### src/ecp_pkg.sv
// register map, field layout and encodings of the event counter
package ecp_pkg;
  localparam logic [7:0] ADDR_MOD_CNT = 8'h00;
  localparam logic [7:0] ADDR_WIDTH_CMP = 8'h04;
  localparam logic [7:0] ADDR_SKEW_CMP = 8'h08;
  localparam logic [7:0] ADDR_ACC_CNT = 8'h0c;
  localparam logic [7:0] ADDR_PHASE_CMP = 8'h10;
  localparam logic [7:0] ADDR_ACC_EVT_CMP = 8'h14;
  localparam logic [7:0] ADDR_MODE_REG = 8'h18;
  localparam logic [7:0] ADDR_CTL_REG = 8'h1c;
  localparam logic [7:0] ADDR_STATUS = 8'h20;
  // mode register fields
  localparam int MODE_LO_BIT = 0;
  localparam int MODE_HI_BIT = 1;
  localparam int SEL1_LSB = 2;
  localparam int SEL1_MSB = 4;
  localparam int SEL2_LSB = 5;
  localparam int SEL2_MSB = 6;
  localparam int PRESC_LSB = 8;
  localparam int PRESC_MSB = 10;
  // control register fields
  localparam int POL_BIT = 0;
  localparam int OEN_BIT = 1;
  localparam int IEN1_BIT = 2;
  localparam int IEN2_BIT = 3;
  // status register fields, write one to clear
  localparam int EV1_BIT = 0;
  localparam int EV2_BIT = 1;
  localparam logic [7:0] RESET_BYTE = 8'h00;
  localparam logic [31:0] RESET_WORD = 32'h0000_0000;
  localparam logic [7:0] ONE_BYTE = 8'h01;
  typedef enum logic [1:0] {
    MODE_PHASE = 2'b00,
    MODE_INDEP = 2'b01,
    MODE_PERIOD = 2'b10,
    MODE_PRESC = 2'b11
  } ecp_mode_e;
  // first selector encodings (bit c, b, a)
  localparam logic [2:0] SEL1_OFF = 3'h0;
  localparam logic [2:0] SEL1_PASS = 3'h1;
  localparam logic [2:0] SEL1_GATE_HI = 3'h2;
  localparam logic [2:0] SEL1_GATE_LO = 3'h3;
  localparam logic [2:0] SEL1_RISE = 3'h4;
  localparam logic [2:0] SEL1_FALL = 3'h5;
  localparam logic [2:0] SEL1_BOTH = 3'h6;
  localparam logic [2:0] SEL1_PRESC = 3'h7;
  // second selector encodings
  localparam logic [1:0] SEL2_OFF = 2'h0;
  localparam logic [1:0] SEL2_RISE = 2'h1;
  localparam logic [1:0] SEL2_FALL = 2'h2;
  localparam logic [1:0] SEL2_HIGH = 2'h3;
endpackage

### src/ecp_event_counter.sv
// event counter: pulse accumulator and phase-shift modulator with apb registers
//
// Chosen here: the placing of the registers and the APB register port.
`timescale 1ns/100ps
module ecp_event_counter
  import ecp_pkg::*;
(
  // clock and reset
  input wire logic CLK_IN,
  input wire logic RESET_IN,
  // apb slave
  input wire logic PSEL_IN,
  input wire logic PENABLE_IN,
  input wire logic PWRITE_IN,
  input wire logic [7:0] PADDR_IN,
  input wire logic [31:0] PWDATA_IN,
  output logic [31:0] PRDATA_OUT,
  output logic PREADY_OUT,
  output logic PSLVERR_OUT,
  // event pins
  input wire logic FIRST_EVENT_IN,
  input wire logic SECOND_EVENT_IN,
  output logic EVENT_OUT,
  output logic EVENT_OE_OUT,
  // pin ownership, low means general I/O
  output logic FIRST_PIN_USED_OUT,
  output logic SECOND_PIN_USED_OUT,
  // enabled event requests
  output logic FIRST_EVENT_IRQ_OUT,
  output logic SECOND_EVENT_IRQ_OUT
);
  localparam int PIN_COUNT = 2;
  localparam int FIRST_PIN = 0;
  localparam int SECOND_PIN = 1;
  // counters
  logic [7:0] mod_cnt_q;
  logic [7:0] acc_cnt_q;
  // compare registers
  logic [7:0] width_cmp_q;
  logic [7:0] skew_cmp_q;
  logic [7:0] phase_cmp_q;
  logic [7:0] acc_evt_cmp_q;
  // control state
  logic [10:0] mode_reg_q;
  logic [3:0] ctl_q;
  // sticky event flags and raw output level
  logic ev1_q;
  logic ev2_q;
  logic out_q;
  // pin synchronisers and edge history
  logic sync_a_q [PIN_COUNT];
  logic sync_b_q [PIN_COUNT];
  logic prev_q [PIN_COUNT];
  wire [PIN_COUNT-1:0] pin_raw = {SECOND_EVENT_IN, FIRST_EVENT_IN};
  logic [7:0] tb_q;
  logic [31:0] rdata_d;

  function automatic logic is_gate(input logic [2:0] sel);
    is_gate = (sel == SEL1_GATE_HI) || (sel == SEL1_GATE_LO);
  endfunction
  function automatic logic is_edge1(input logic [2:0] sel);
    is_edge1 = (sel == SEL1_RISE) || (sel == SEL1_FALL) || (sel == SEL1_BOTH);
  endfunction

  // bus decode
  wire acc_phase = PSEL_IN && PENABLE_IN;
  wire wr = acc_phase && PWRITE_IN;
  wire hit_mod = PADDR_IN == ADDR_MOD_CNT;
  wire hit_wid = PADDR_IN == ADDR_WIDTH_CMP;
  wire hit_skw = PADDR_IN == ADDR_SKEW_CMP;
  wire hit_acc = PADDR_IN == ADDR_ACC_CNT;
  wire hit_phs = PADDR_IN == ADDR_PHASE_CMP;
  wire hit_aev = PADDR_IN == ADDR_ACC_EVT_CMP;
  wire hit_mode = PADDR_IN == ADDR_MODE_REG;
  wire hit_ctl = PADDR_IN == ADDR_CTL_REG;
  wire hit_st = PADDR_IN == ADDR_STATUS;
  wire hit_any = hit_mod | hit_wid | hit_skw | hit_acc | hit_phs | hit_aev | hit_mode | hit_ctl | hit_st;

  // per-register write strobes
  wire wr_mod = wr && hit_mod;
  wire wr_wid = wr && hit_wid;
  wire wr_skw = wr && hit_skw;
  wire wr_acc = wr && hit_acc;
  wire wr_phs = wr && hit_phs;
  wire wr_aev = wr && hit_aev;
  wire wr_mode = wr && hit_mode;
  wire wr_ctl = wr && hit_ctl;
  wire wr_st = wr && hit_st;

  // mode and selectors
  wire ecp_mode_e mode = ecp_mode_e'({mode_reg_q[MODE_HI_BIT], mode_reg_q[MODE_LO_BIT]});
  wire [2:0] sel1 = mode_reg_q[SEL1_MSB:SEL1_LSB];
  wire [1:0] sel2 = mode_reg_q[SEL2_MSB:SEL2_LSB];
  wire [2:0] presc = mode_reg_q[PRESC_MSB:PRESC_LSB];
  wire pin1 = sync_b_q[FIRST_PIN];
  wire pin2 = sync_b_q[SECOND_PIN];
  wire rise1 = pin1 && !prev_q[FIRST_PIN];
  wire fall1 = !pin1 && prev_q[FIRST_PIN];
  wire rise2 = pin2 && !prev_q[SECOND_PIN];
  wire fall2 = !pin2 && prev_q[SECOND_PIN];

  // time base: E is the system clock, scaled E is E divided by 2^presc
  wire [7:0] tb_next = tb_q + ONE_BYTE;
  wire [7:0] scale_mask = (ONE_BYTE << presc) - ONE_BYTE;
  wire scaled_tick = (tb_q & scale_mask) == scale_mask;

  // first selector tick
  wire gated = (sel1 == SEL1_GATE_HI && pin1) || (sel1 == SEL1_GATE_LO && !pin1);
  wire tick1 = (sel1 == SEL1_PASS) ? 1'b1 :
               is_gate(sel1) ? (scaled_tick && !gated) :
               (sel1 == SEL1_RISE) ? rise1 :
               (sel1 == SEL1_FALL) ? fall1 :
               (sel1 == SEL1_BOTH) ? (rise1 || fall1) :
               (sel1 == SEL1_PRESC) ? scaled_tick : 1'b0;
  // second selector: clear event in mode 0, clock in mode 1
  wire sel2_hit = (sel2 == SEL2_RISE) ? rise2 :
                  (sel2 == SEL2_FALL) ? fall2 :
                  (sel2 == SEL2_HIGH) ? pin2 : 1'b0;
  wire tick2 = (sel2 == SEL2_HIGH) ? !pin2 : sel2_hit; // high level gates E in mode 1

  // counter matches
  wire width_match = mod_cnt_q == width_cmp_q;
  wire skew_match = mod_cnt_q == skew_cmp_q;
  wire phase_match = acc_cnt_q == phase_cmp_q;
  wire acc_evt_match = acc_cnt_q == acc_evt_cmp_q;
  wire is_m0 = mode == MODE_PHASE;

  // accumulator clock and clear per mode
  wire acc_clear_pin = is_m0 && sel2_hit;
  wire acc_tick = is_m0 ? tick1 :
                  (mode == MODE_INDEP) ? tick2 :
                  (mode == MODE_PERIOD) ? (tick1 && width_match) :
                  tick1;
  wire acc_wrap = !is_m0 && acc_tick && phase_match;
  // modulator clock and clear per mode
  wire mod_tick = (mode == MODE_PRESC) ? acc_wrap : tick1;
  wire mod_period_end = !is_m0 && mod_tick && width_match;
  wire mod_clear = is_m0 ? ((tick1 && phase_match) || (acc_clear_pin && phase_cmp_q == RESET_BYTE))
                         : mod_period_end;
  wire acc_evt = acc_tick && acc_evt_match;
  wire width_evt = mod_tick && width_match;

  wire [7:0] acc_cnt_d = wr_acc ? PWDATA_IN[7:0] :
                         (acc_clear_pin || acc_wrap) ? RESET_BYTE :
                         acc_tick ? acc_cnt_q + ONE_BYTE : acc_cnt_q;
  wire [7:0] mod_cnt_d = wr_mod ? PWDATA_IN[7:0] :
                         mod_clear ? RESET_BYTE :
                         mod_tick ? mod_cnt_q + ONE_BYTE : mod_cnt_q;
  // output raw level: set on skew match, reset on width match; reset wins
  wire out_d = (mod_tick && width_match) ? 1'b0 :
               (mod_tick && skew_match) ? 1'b1 : out_q;
  wire ev1_clr = wr_st && PWDATA_IN[EV1_BIT];
  wire ev2_clr = wr_st && PWDATA_IN[EV2_BIT];
  wire ev1_d = width_evt || (ev1_q && !ev1_clr);
  wire ev2_d = acc_evt || (ev2_q && !ev2_clr);

  // next values of the registered outputs
  wire pol_level = out_d ^ ctl_q[POL_BIT];
  wire pin1_used = is_gate(sel1) || is_edge1(sel1);
  wire pin2_used = sel2 != SEL2_OFF;
  wire irq1_d = ev1_d && ctl_q[IEN1_BIT];
  wire irq2_d = ev2_d && ctl_q[IEN2_BIT];
  wire ready_d = acc_phase && !PREADY_OUT;
  wire slverr_d = ready_d && !hit_any;

  always_comb begin
    rdata_d = RESET_WORD;
    if (hit_mod) rdata_d[7:0] = mod_cnt_q;
    if (hit_wid) rdata_d[7:0] = width_cmp_q;
    if (hit_skw) rdata_d[7:0] = skew_cmp_q;
    if (hit_acc) rdata_d[7:0] = acc_cnt_q;
    if (hit_phs) rdata_d[7:0] = phase_cmp_q;
    if (hit_aev) rdata_d[7:0] = acc_evt_cmp_q;
    if (hit_mode) rdata_d[10:0] = mode_reg_q;
    if (hit_ctl) rdata_d[3:0] = ctl_q;
    if (hit_st) rdata_d[1:0] = {ev2_q, ev1_q};
  end

  // two-flop synchronisers; the first stage feeds only the second
  for (genvar k = 0; k < PIN_COUNT; k++) begin : g_pin_sync
    always_ff @(posedge CLK_IN) begin
      sync_a_q[k] <= pin_raw[k];
      sync_b_q[k] <= sync_a_q[k];
    end

    // history reset to the idle low level so no false edge follows reset
    always_ff @(posedge CLK_IN) begin
      if (RESET_IN) begin
        prev_q[k] <= 1'b0;
      end else begin
        prev_q[k] <= sync_b_q[k];
      end
    end
  end

  // free-running time base for the scaled taps
  always_ff @(posedge CLK_IN) begin
    if (RESET_IN) begin
      tb_q <= RESET_BYTE;
    end else begin
      tb_q <= tb_next;
    end
  end

  always_ff @(posedge CLK_IN) begin
    if (RESET_IN) begin
      mod_cnt_q <= RESET_BYTE;
    end else begin
      mod_cnt_q <= mod_cnt_d;
    end
  end

  always_ff @(posedge CLK_IN) begin
    if (RESET_IN) begin
      acc_cnt_q <= RESET_BYTE;
    end else begin
      acc_cnt_q <= acc_cnt_d;
    end
  end

  always_ff @(posedge CLK_IN) begin
    if (RESET_IN) begin
      out_q <= 1'b0;
    end else begin
      out_q <= out_d;
    end
  end

  // set beats clear when both fall in one cycle
  always_ff @(posedge CLK_IN) begin
    if (RESET_IN) begin
      ev1_q <= 1'b0;
    end else begin
      ev1_q <= ev1_d;
    end
  end

  always_ff @(posedge CLK_IN) begin
    if (RESET_IN) begin
      ev2_q <= 1'b0;
    end else begin
      ev2_q <= ev2_d;
    end
  end

  always_ff @(posedge CLK_IN) begin
    if (RESET_IN) begin
      width_cmp_q <= RESET_BYTE;
    end else if (wr_wid) begin
      width_cmp_q <= PWDATA_IN[7:0];
    end
  end

  always_ff @(posedge CLK_IN) begin
    if (RESET_IN) begin
      skew_cmp_q <= RESET_BYTE;
    end else if (wr_skw) begin
      skew_cmp_q <= PWDATA_IN[7:0];
    end
  end

  always_ff @(posedge CLK_IN) begin
    if (RESET_IN) begin
      phase_cmp_q <= RESET_BYTE;
    end else if (wr_phs) begin
      phase_cmp_q <= PWDATA_IN[7:0];
    end
  end

  always_ff @(posedge CLK_IN) begin
    if (RESET_IN) begin
      acc_evt_cmp_q <= RESET_BYTE;
    end else if (wr_aev) begin
      acc_evt_cmp_q <= PWDATA_IN[7:0];
    end
  end

  always_ff @(posedge CLK_IN) begin
    if (RESET_IN) begin
      mode_reg_q <= '0;
    end else if (wr_mode) begin
      mode_reg_q <= PWDATA_IN[10:0];
    end
  end

  always_ff @(posedge CLK_IN) begin
    if (RESET_IN) begin
      ctl_q <= '0;
    end else if (wr_ctl) begin
      ctl_q <= PWDATA_IN[3:0];
    end
  end

  // registered outputs; one-cycle apb answer
  always_ff @(posedge CLK_IN) begin
    if (RESET_IN) begin
      PRDATA_OUT <= RESET_WORD;
    end else begin
      PRDATA_OUT <= rdata_d;
    end
  end

  always_ff @(posedge CLK_IN) begin
    if (RESET_IN) begin
      PREADY_OUT <= 1'b0;
    end else begin
      PREADY_OUT <= ready_d;
    end
  end

  always_ff @(posedge CLK_IN) begin
    if (RESET_IN) begin
      PSLVERR_OUT <= 1'b0;
    end else begin
      PSLVERR_OUT <= slverr_d;
    end
  end

  always_ff @(posedge CLK_IN) begin
    if (RESET_IN) begin
      EVENT_OUT <= 1'b0;
    end else begin
      EVENT_OUT <= pol_level;
    end
  end

  always_ff @(posedge CLK_IN) begin
    if (RESET_IN) begin
      EVENT_OE_OUT <= 1'b0;
    end else begin
      EVENT_OE_OUT <= ctl_q[OEN_BIT];
    end
  end

  always_ff @(posedge CLK_IN) begin
    if (RESET_IN) begin
      FIRST_PIN_USED_OUT <= 1'b0;
    end else begin
      FIRST_PIN_USED_OUT <= pin1_used;
    end
  end

  always_ff @(posedge CLK_IN) begin
    if (RESET_IN) begin
      SECOND_PIN_USED_OUT <= 1'b0;
    end else begin
      SECOND_PIN_USED_OUT <= pin2_used;
    end
  end

  always_ff @(posedge CLK_IN) begin
    if (RESET_IN) begin
      FIRST_EVENT_IRQ_OUT <= 1'b0;
    end else begin
      FIRST_EVENT_IRQ_OUT <= irq1_d;
    end
  end

  always_ff @(posedge CLK_IN) begin
    if (RESET_IN) begin
      SECOND_EVENT_IRQ_OUT <= 1'b0;
    end else begin
      SECOND_EVENT_IRQ_OUT <= irq2_d;
    end
  end
endmodule // ecp_event_counter

### config.mk
export PLATFORM = sky130hd
export DESIGN_NAME = ecp_event_counter
export DESIGN_NICKNAME = d
export VERILOG_FILES = /design/src/ecp_pkg.sv /design/src/ecp_event_counter.sv
export SDC_FILE = /design/constraint.sdc
export NUM_CORES = 1
export LEC_CHECK = 0
export ABC_CLOCK_PERIOD_IN_PS = 7400
export BUFFER_PORTS_ARGS = -buffer_cell sky130_fd_sc_hd__buf_2
export CAP_MARGIN = 0
export CORE_ASPECT_RATIO = 1.25
export CORE_UTILIZATION = 30
export DETAILED_ROUTE_END_ITERATION = 10
export SETUP_SLACK_MARGIN = 0.05
export SLEW_MARGIN = 5
export SYNTH_ARGS = -nofsm -noshare
export SYNTH_HDL_FRONTEND = slang
export SYNTH_SLANG_ARGS = --single-unit
export TNS_END_PERCENT = 10
### constraint.sdc
create_clock -name CLK_IN -period 7.4 [get_ports CLK_IN]
set_input_delay 0.37 -clock CLK_IN [delete_from_list [all_inputs] [get_ports CLK_IN]]
set_output_delay 0.37 -clock CLK_IN [all_outputs]
set_load 0.01 [all_outputs]
==> metrics <==
Critical Path AT=approximately 3300 ps; routed len/inst=~16 um; H-tree depth=3; Fin. Hold Viols=0; TritonCTS clock tree=done; register area=1960 um2; Min Hold Slack=116 ps; Floorplan Core Area=16,300 um2; first-pass GRT wire length=~21 mm; crit-path cells=inv_1 > ha_1 > nor2b_1 > o31ai_1 > a21oi_1 > a211oi_4 > a31oi_1 > or2b_1 > o21ai_2 > mux2_1; Clock Path Buffers=2; switching share of power=~22%; cell family with the largest share of critical-path delay=compound AO/OA/AOI/OAI gates; setup bufs post-CTS=0; Logic pwr share=4.2%; WP buf/inv=1; worst skew pair latency=around 360 ps; Layout fillers=between 1,500 and 2,000; hold crit path type=input pin to flop; Clk network pwr share=about 47%; post-layout min period=a little over 3000 ps; Critical Path Start Type=flop; fin nets=669; commonest cells after routing, fill and taps aside=dfxtp_1 (98), nand2_1 (95), nor2_1 (53); P_int=about 0.00085 W; number of setup violations in the final report=0; boundary pin count=87; Port Buf Inserts=44; Final Skew=~6.3 ps; VDD IR max=approximately 0.096 mV; Sw Pwr=approximately 0.00024 W; ys flop type=dfxtp_1; synthesized area=a little over 5000 um2; All-Layer GR Usage=approximately 16%; Yosys top cell by area=dfxtp_1; largest net degree at the start of global routing=between 80 and 90; Leak=2.20 nW; Synth cell types=a little over 60; Avg Cell Area, Syn=~8.4 um2; Worst-path clk slew=roughly 70 ps; die area=approximately 17,000 um2; Slew Limit Fails=0; ratio of cells with drive above 1 in the final layout=around 13%; Final TNS setup=0 ps; Seq/Total Area, Yosys=between 30% and 40%; cts repair resizes=0; Setup CP Type=flop to flop; antenna violations before repair=0; Final ANT Viol Nets=0; crit-path max FO=11; Sequential Power Share=roughly half; Post-Route WL=around 13 mm; cts hold-fix bufs=0; Remaining DRCs=0; Post-Syn Instances=~600; fin crit share=41.0%; Pwr per Cell Area=195 nW/um2; Max Freq=roughly 330 MHz; synth top area cells=dfxtp_1 (39%), nand2_1 (7.1%), xor2_1 (6.3%), mux2i_1 (6.2%), a21oi_1 (4.2%); Post-synth EDFFs=0; via count=4,141; global placer's final weighted congestion=about 0.89; vias per cell=~4.9; row count=52; slew margin rel.=28.6%; max-cap violations=0; #FFs+latches synth=between 90 and 100; drt pass-1 iters=5; root buffer cell=clkbuf_16; area delta synth->final=11.1%; Required @ worst endpoint=7650 ps; initial drt markers=between 200 and 250; ANT cells=0; max incr delay on CP=between 800 and 900 ps; status=completed; most common cell after layout, fill and taps aside=dfxtp_1; Initial Util=30.9%; Slowest-stage cell, CP=a31oi_1; Worst Tran Pin Value=1070 ps; Multi-input gate area=around 2800 um2; Yosys Warn Count=0; asr flop ratio synth=0%; clk sinks=between 90 and 100; CP endpoint kind=flop; die span in y=approximately 150 um; Chip Width=about 120 um; RSZ-0062 raised after global routing=no; DP HPWL=around 9.6 mm; total gr overflow=0; number of global-route vias before repair=3,798; Synth top area share=38.9%; CTS buffer count=9
flip-flops by register name, summed over array words and instances, names as in the netlist, 2 cells and up:
register	cells
PRDATA_OUT	11
acc_cnt_q	8
acc_evt_cmp_q	8
ctl_q	4
mod_cnt_q	8
mode_reg_q	11
phase_cmp_q	8
prev_q	2
skew_cmp_q	8
sync_a_q	2
sync_b_q	2
tb_q	7
width_cmp_q	8
Yosys cell counts (3+ instances only):
master,count
dfxtp_1,98
nand2_1,95
nor2_1,53
a21oi_1,42
xor2_1,36
mux2i_1,31
clkbuf_1,27
buf_4,21
o21ai_0,19
nand4_1,13
nand3_1,12
and2_1,11
and3_1,10
inv_1,10
nor4_1,10
xnor2_1,10
a22oi_1,7
a31oi_1,7
buf_2,7
nor3_1,7
nor2b_1,6
ha_1,5
a221oi_1,4
a221oi_2,4
buf_1,4
nand2b_1,4
o211ai_1,4
nor3_4,3
path summary, 6_finish.rpt:
path	startpoint	to	slack [ps]	cells past startpoint
min	SECOND_EVENT_IN	sync_a_q[0][1]	120	1
min reg2reg	sync_a_q[0][0]	sync_b_q[0][0]	320	0
max	sync_b_q[0][0]	EVENT_OUT	4370	10
max reg2reg	sync_b_q[0][0]	EVENT_OUT	4370	10
kinds of logic after synthesis:
| family | count (synthesis) | share of synthesized area (%) |
|---|---|---|
| buffers and inverters | 71 | 7.32 |
| AND/OR/NAND/NOR | 237 | 22.6 |
| other | 1 | 0.0744 |
| AO/OA/AOI/OAI | 109 | 14.6 |
| adder cells (fa/ha/maj) | 5 | 1.24 |
| XOR/XNOR | 46 | 7.99 |
| multiplexers | 35 | 7.27 |
| flip-flops | 98 | 38.9 |
metal layers:
layer	wire length [um]	GRT usage (%)	vias up
met1	5500	18.5	1913
met4	393	7.44	0
li1	-	-	2049
met5	0	0	-
met3	826	3.73	26
met2	6700	27.6	153
through the flow:
step / setup WS (ps) / util (%) / total power, W / area, um2 / cells
floorplan: 5040 / - / 0.000581 / 5120 / 622
global placement: 4360 / 32.3 / 0.000593 / 5280 / 822
detailed placement: 4360 / 32.3 / 0.000593 / 5280 / 822
CTS: 4350 / 34.3 / 0.00110 / 5600 / 838
global route: 4140 / 34.3 / 0.00112 / 5600 / 838
finish: 4370 / 34.3 / 0.00109 / 5600 / 838
power groups by stage:
stage / combinational, W / sequential, W / clock (W)
after floorplan: 0.0000356 / 0.000546 / 0
after global placement: 0.0000462 / 0.000546 / 0
final: 0.0000463 / 0.000534 / 0.000510
after global routing: 0.0000499 / 0.000535 / 0.000538
after detailed placement: 0.0000463 / 0.000546 / 0
after CTS: 0.0000465 / 0.000534 / 0.000520
layout make-up:
class | instances | area share (%)
Tap cell | 216 | 4.82
Inverter | 10 | 0.670
Timing Repair Buffer | 45 | 4.06
Multi-Input combinational cell | 453 | 49.7
Sequential cell | 98 | 35.0
Clock inverter | 4 | 1.32
Clock buffer | 12 | 4.40
(Power assumes the default switching activity.)
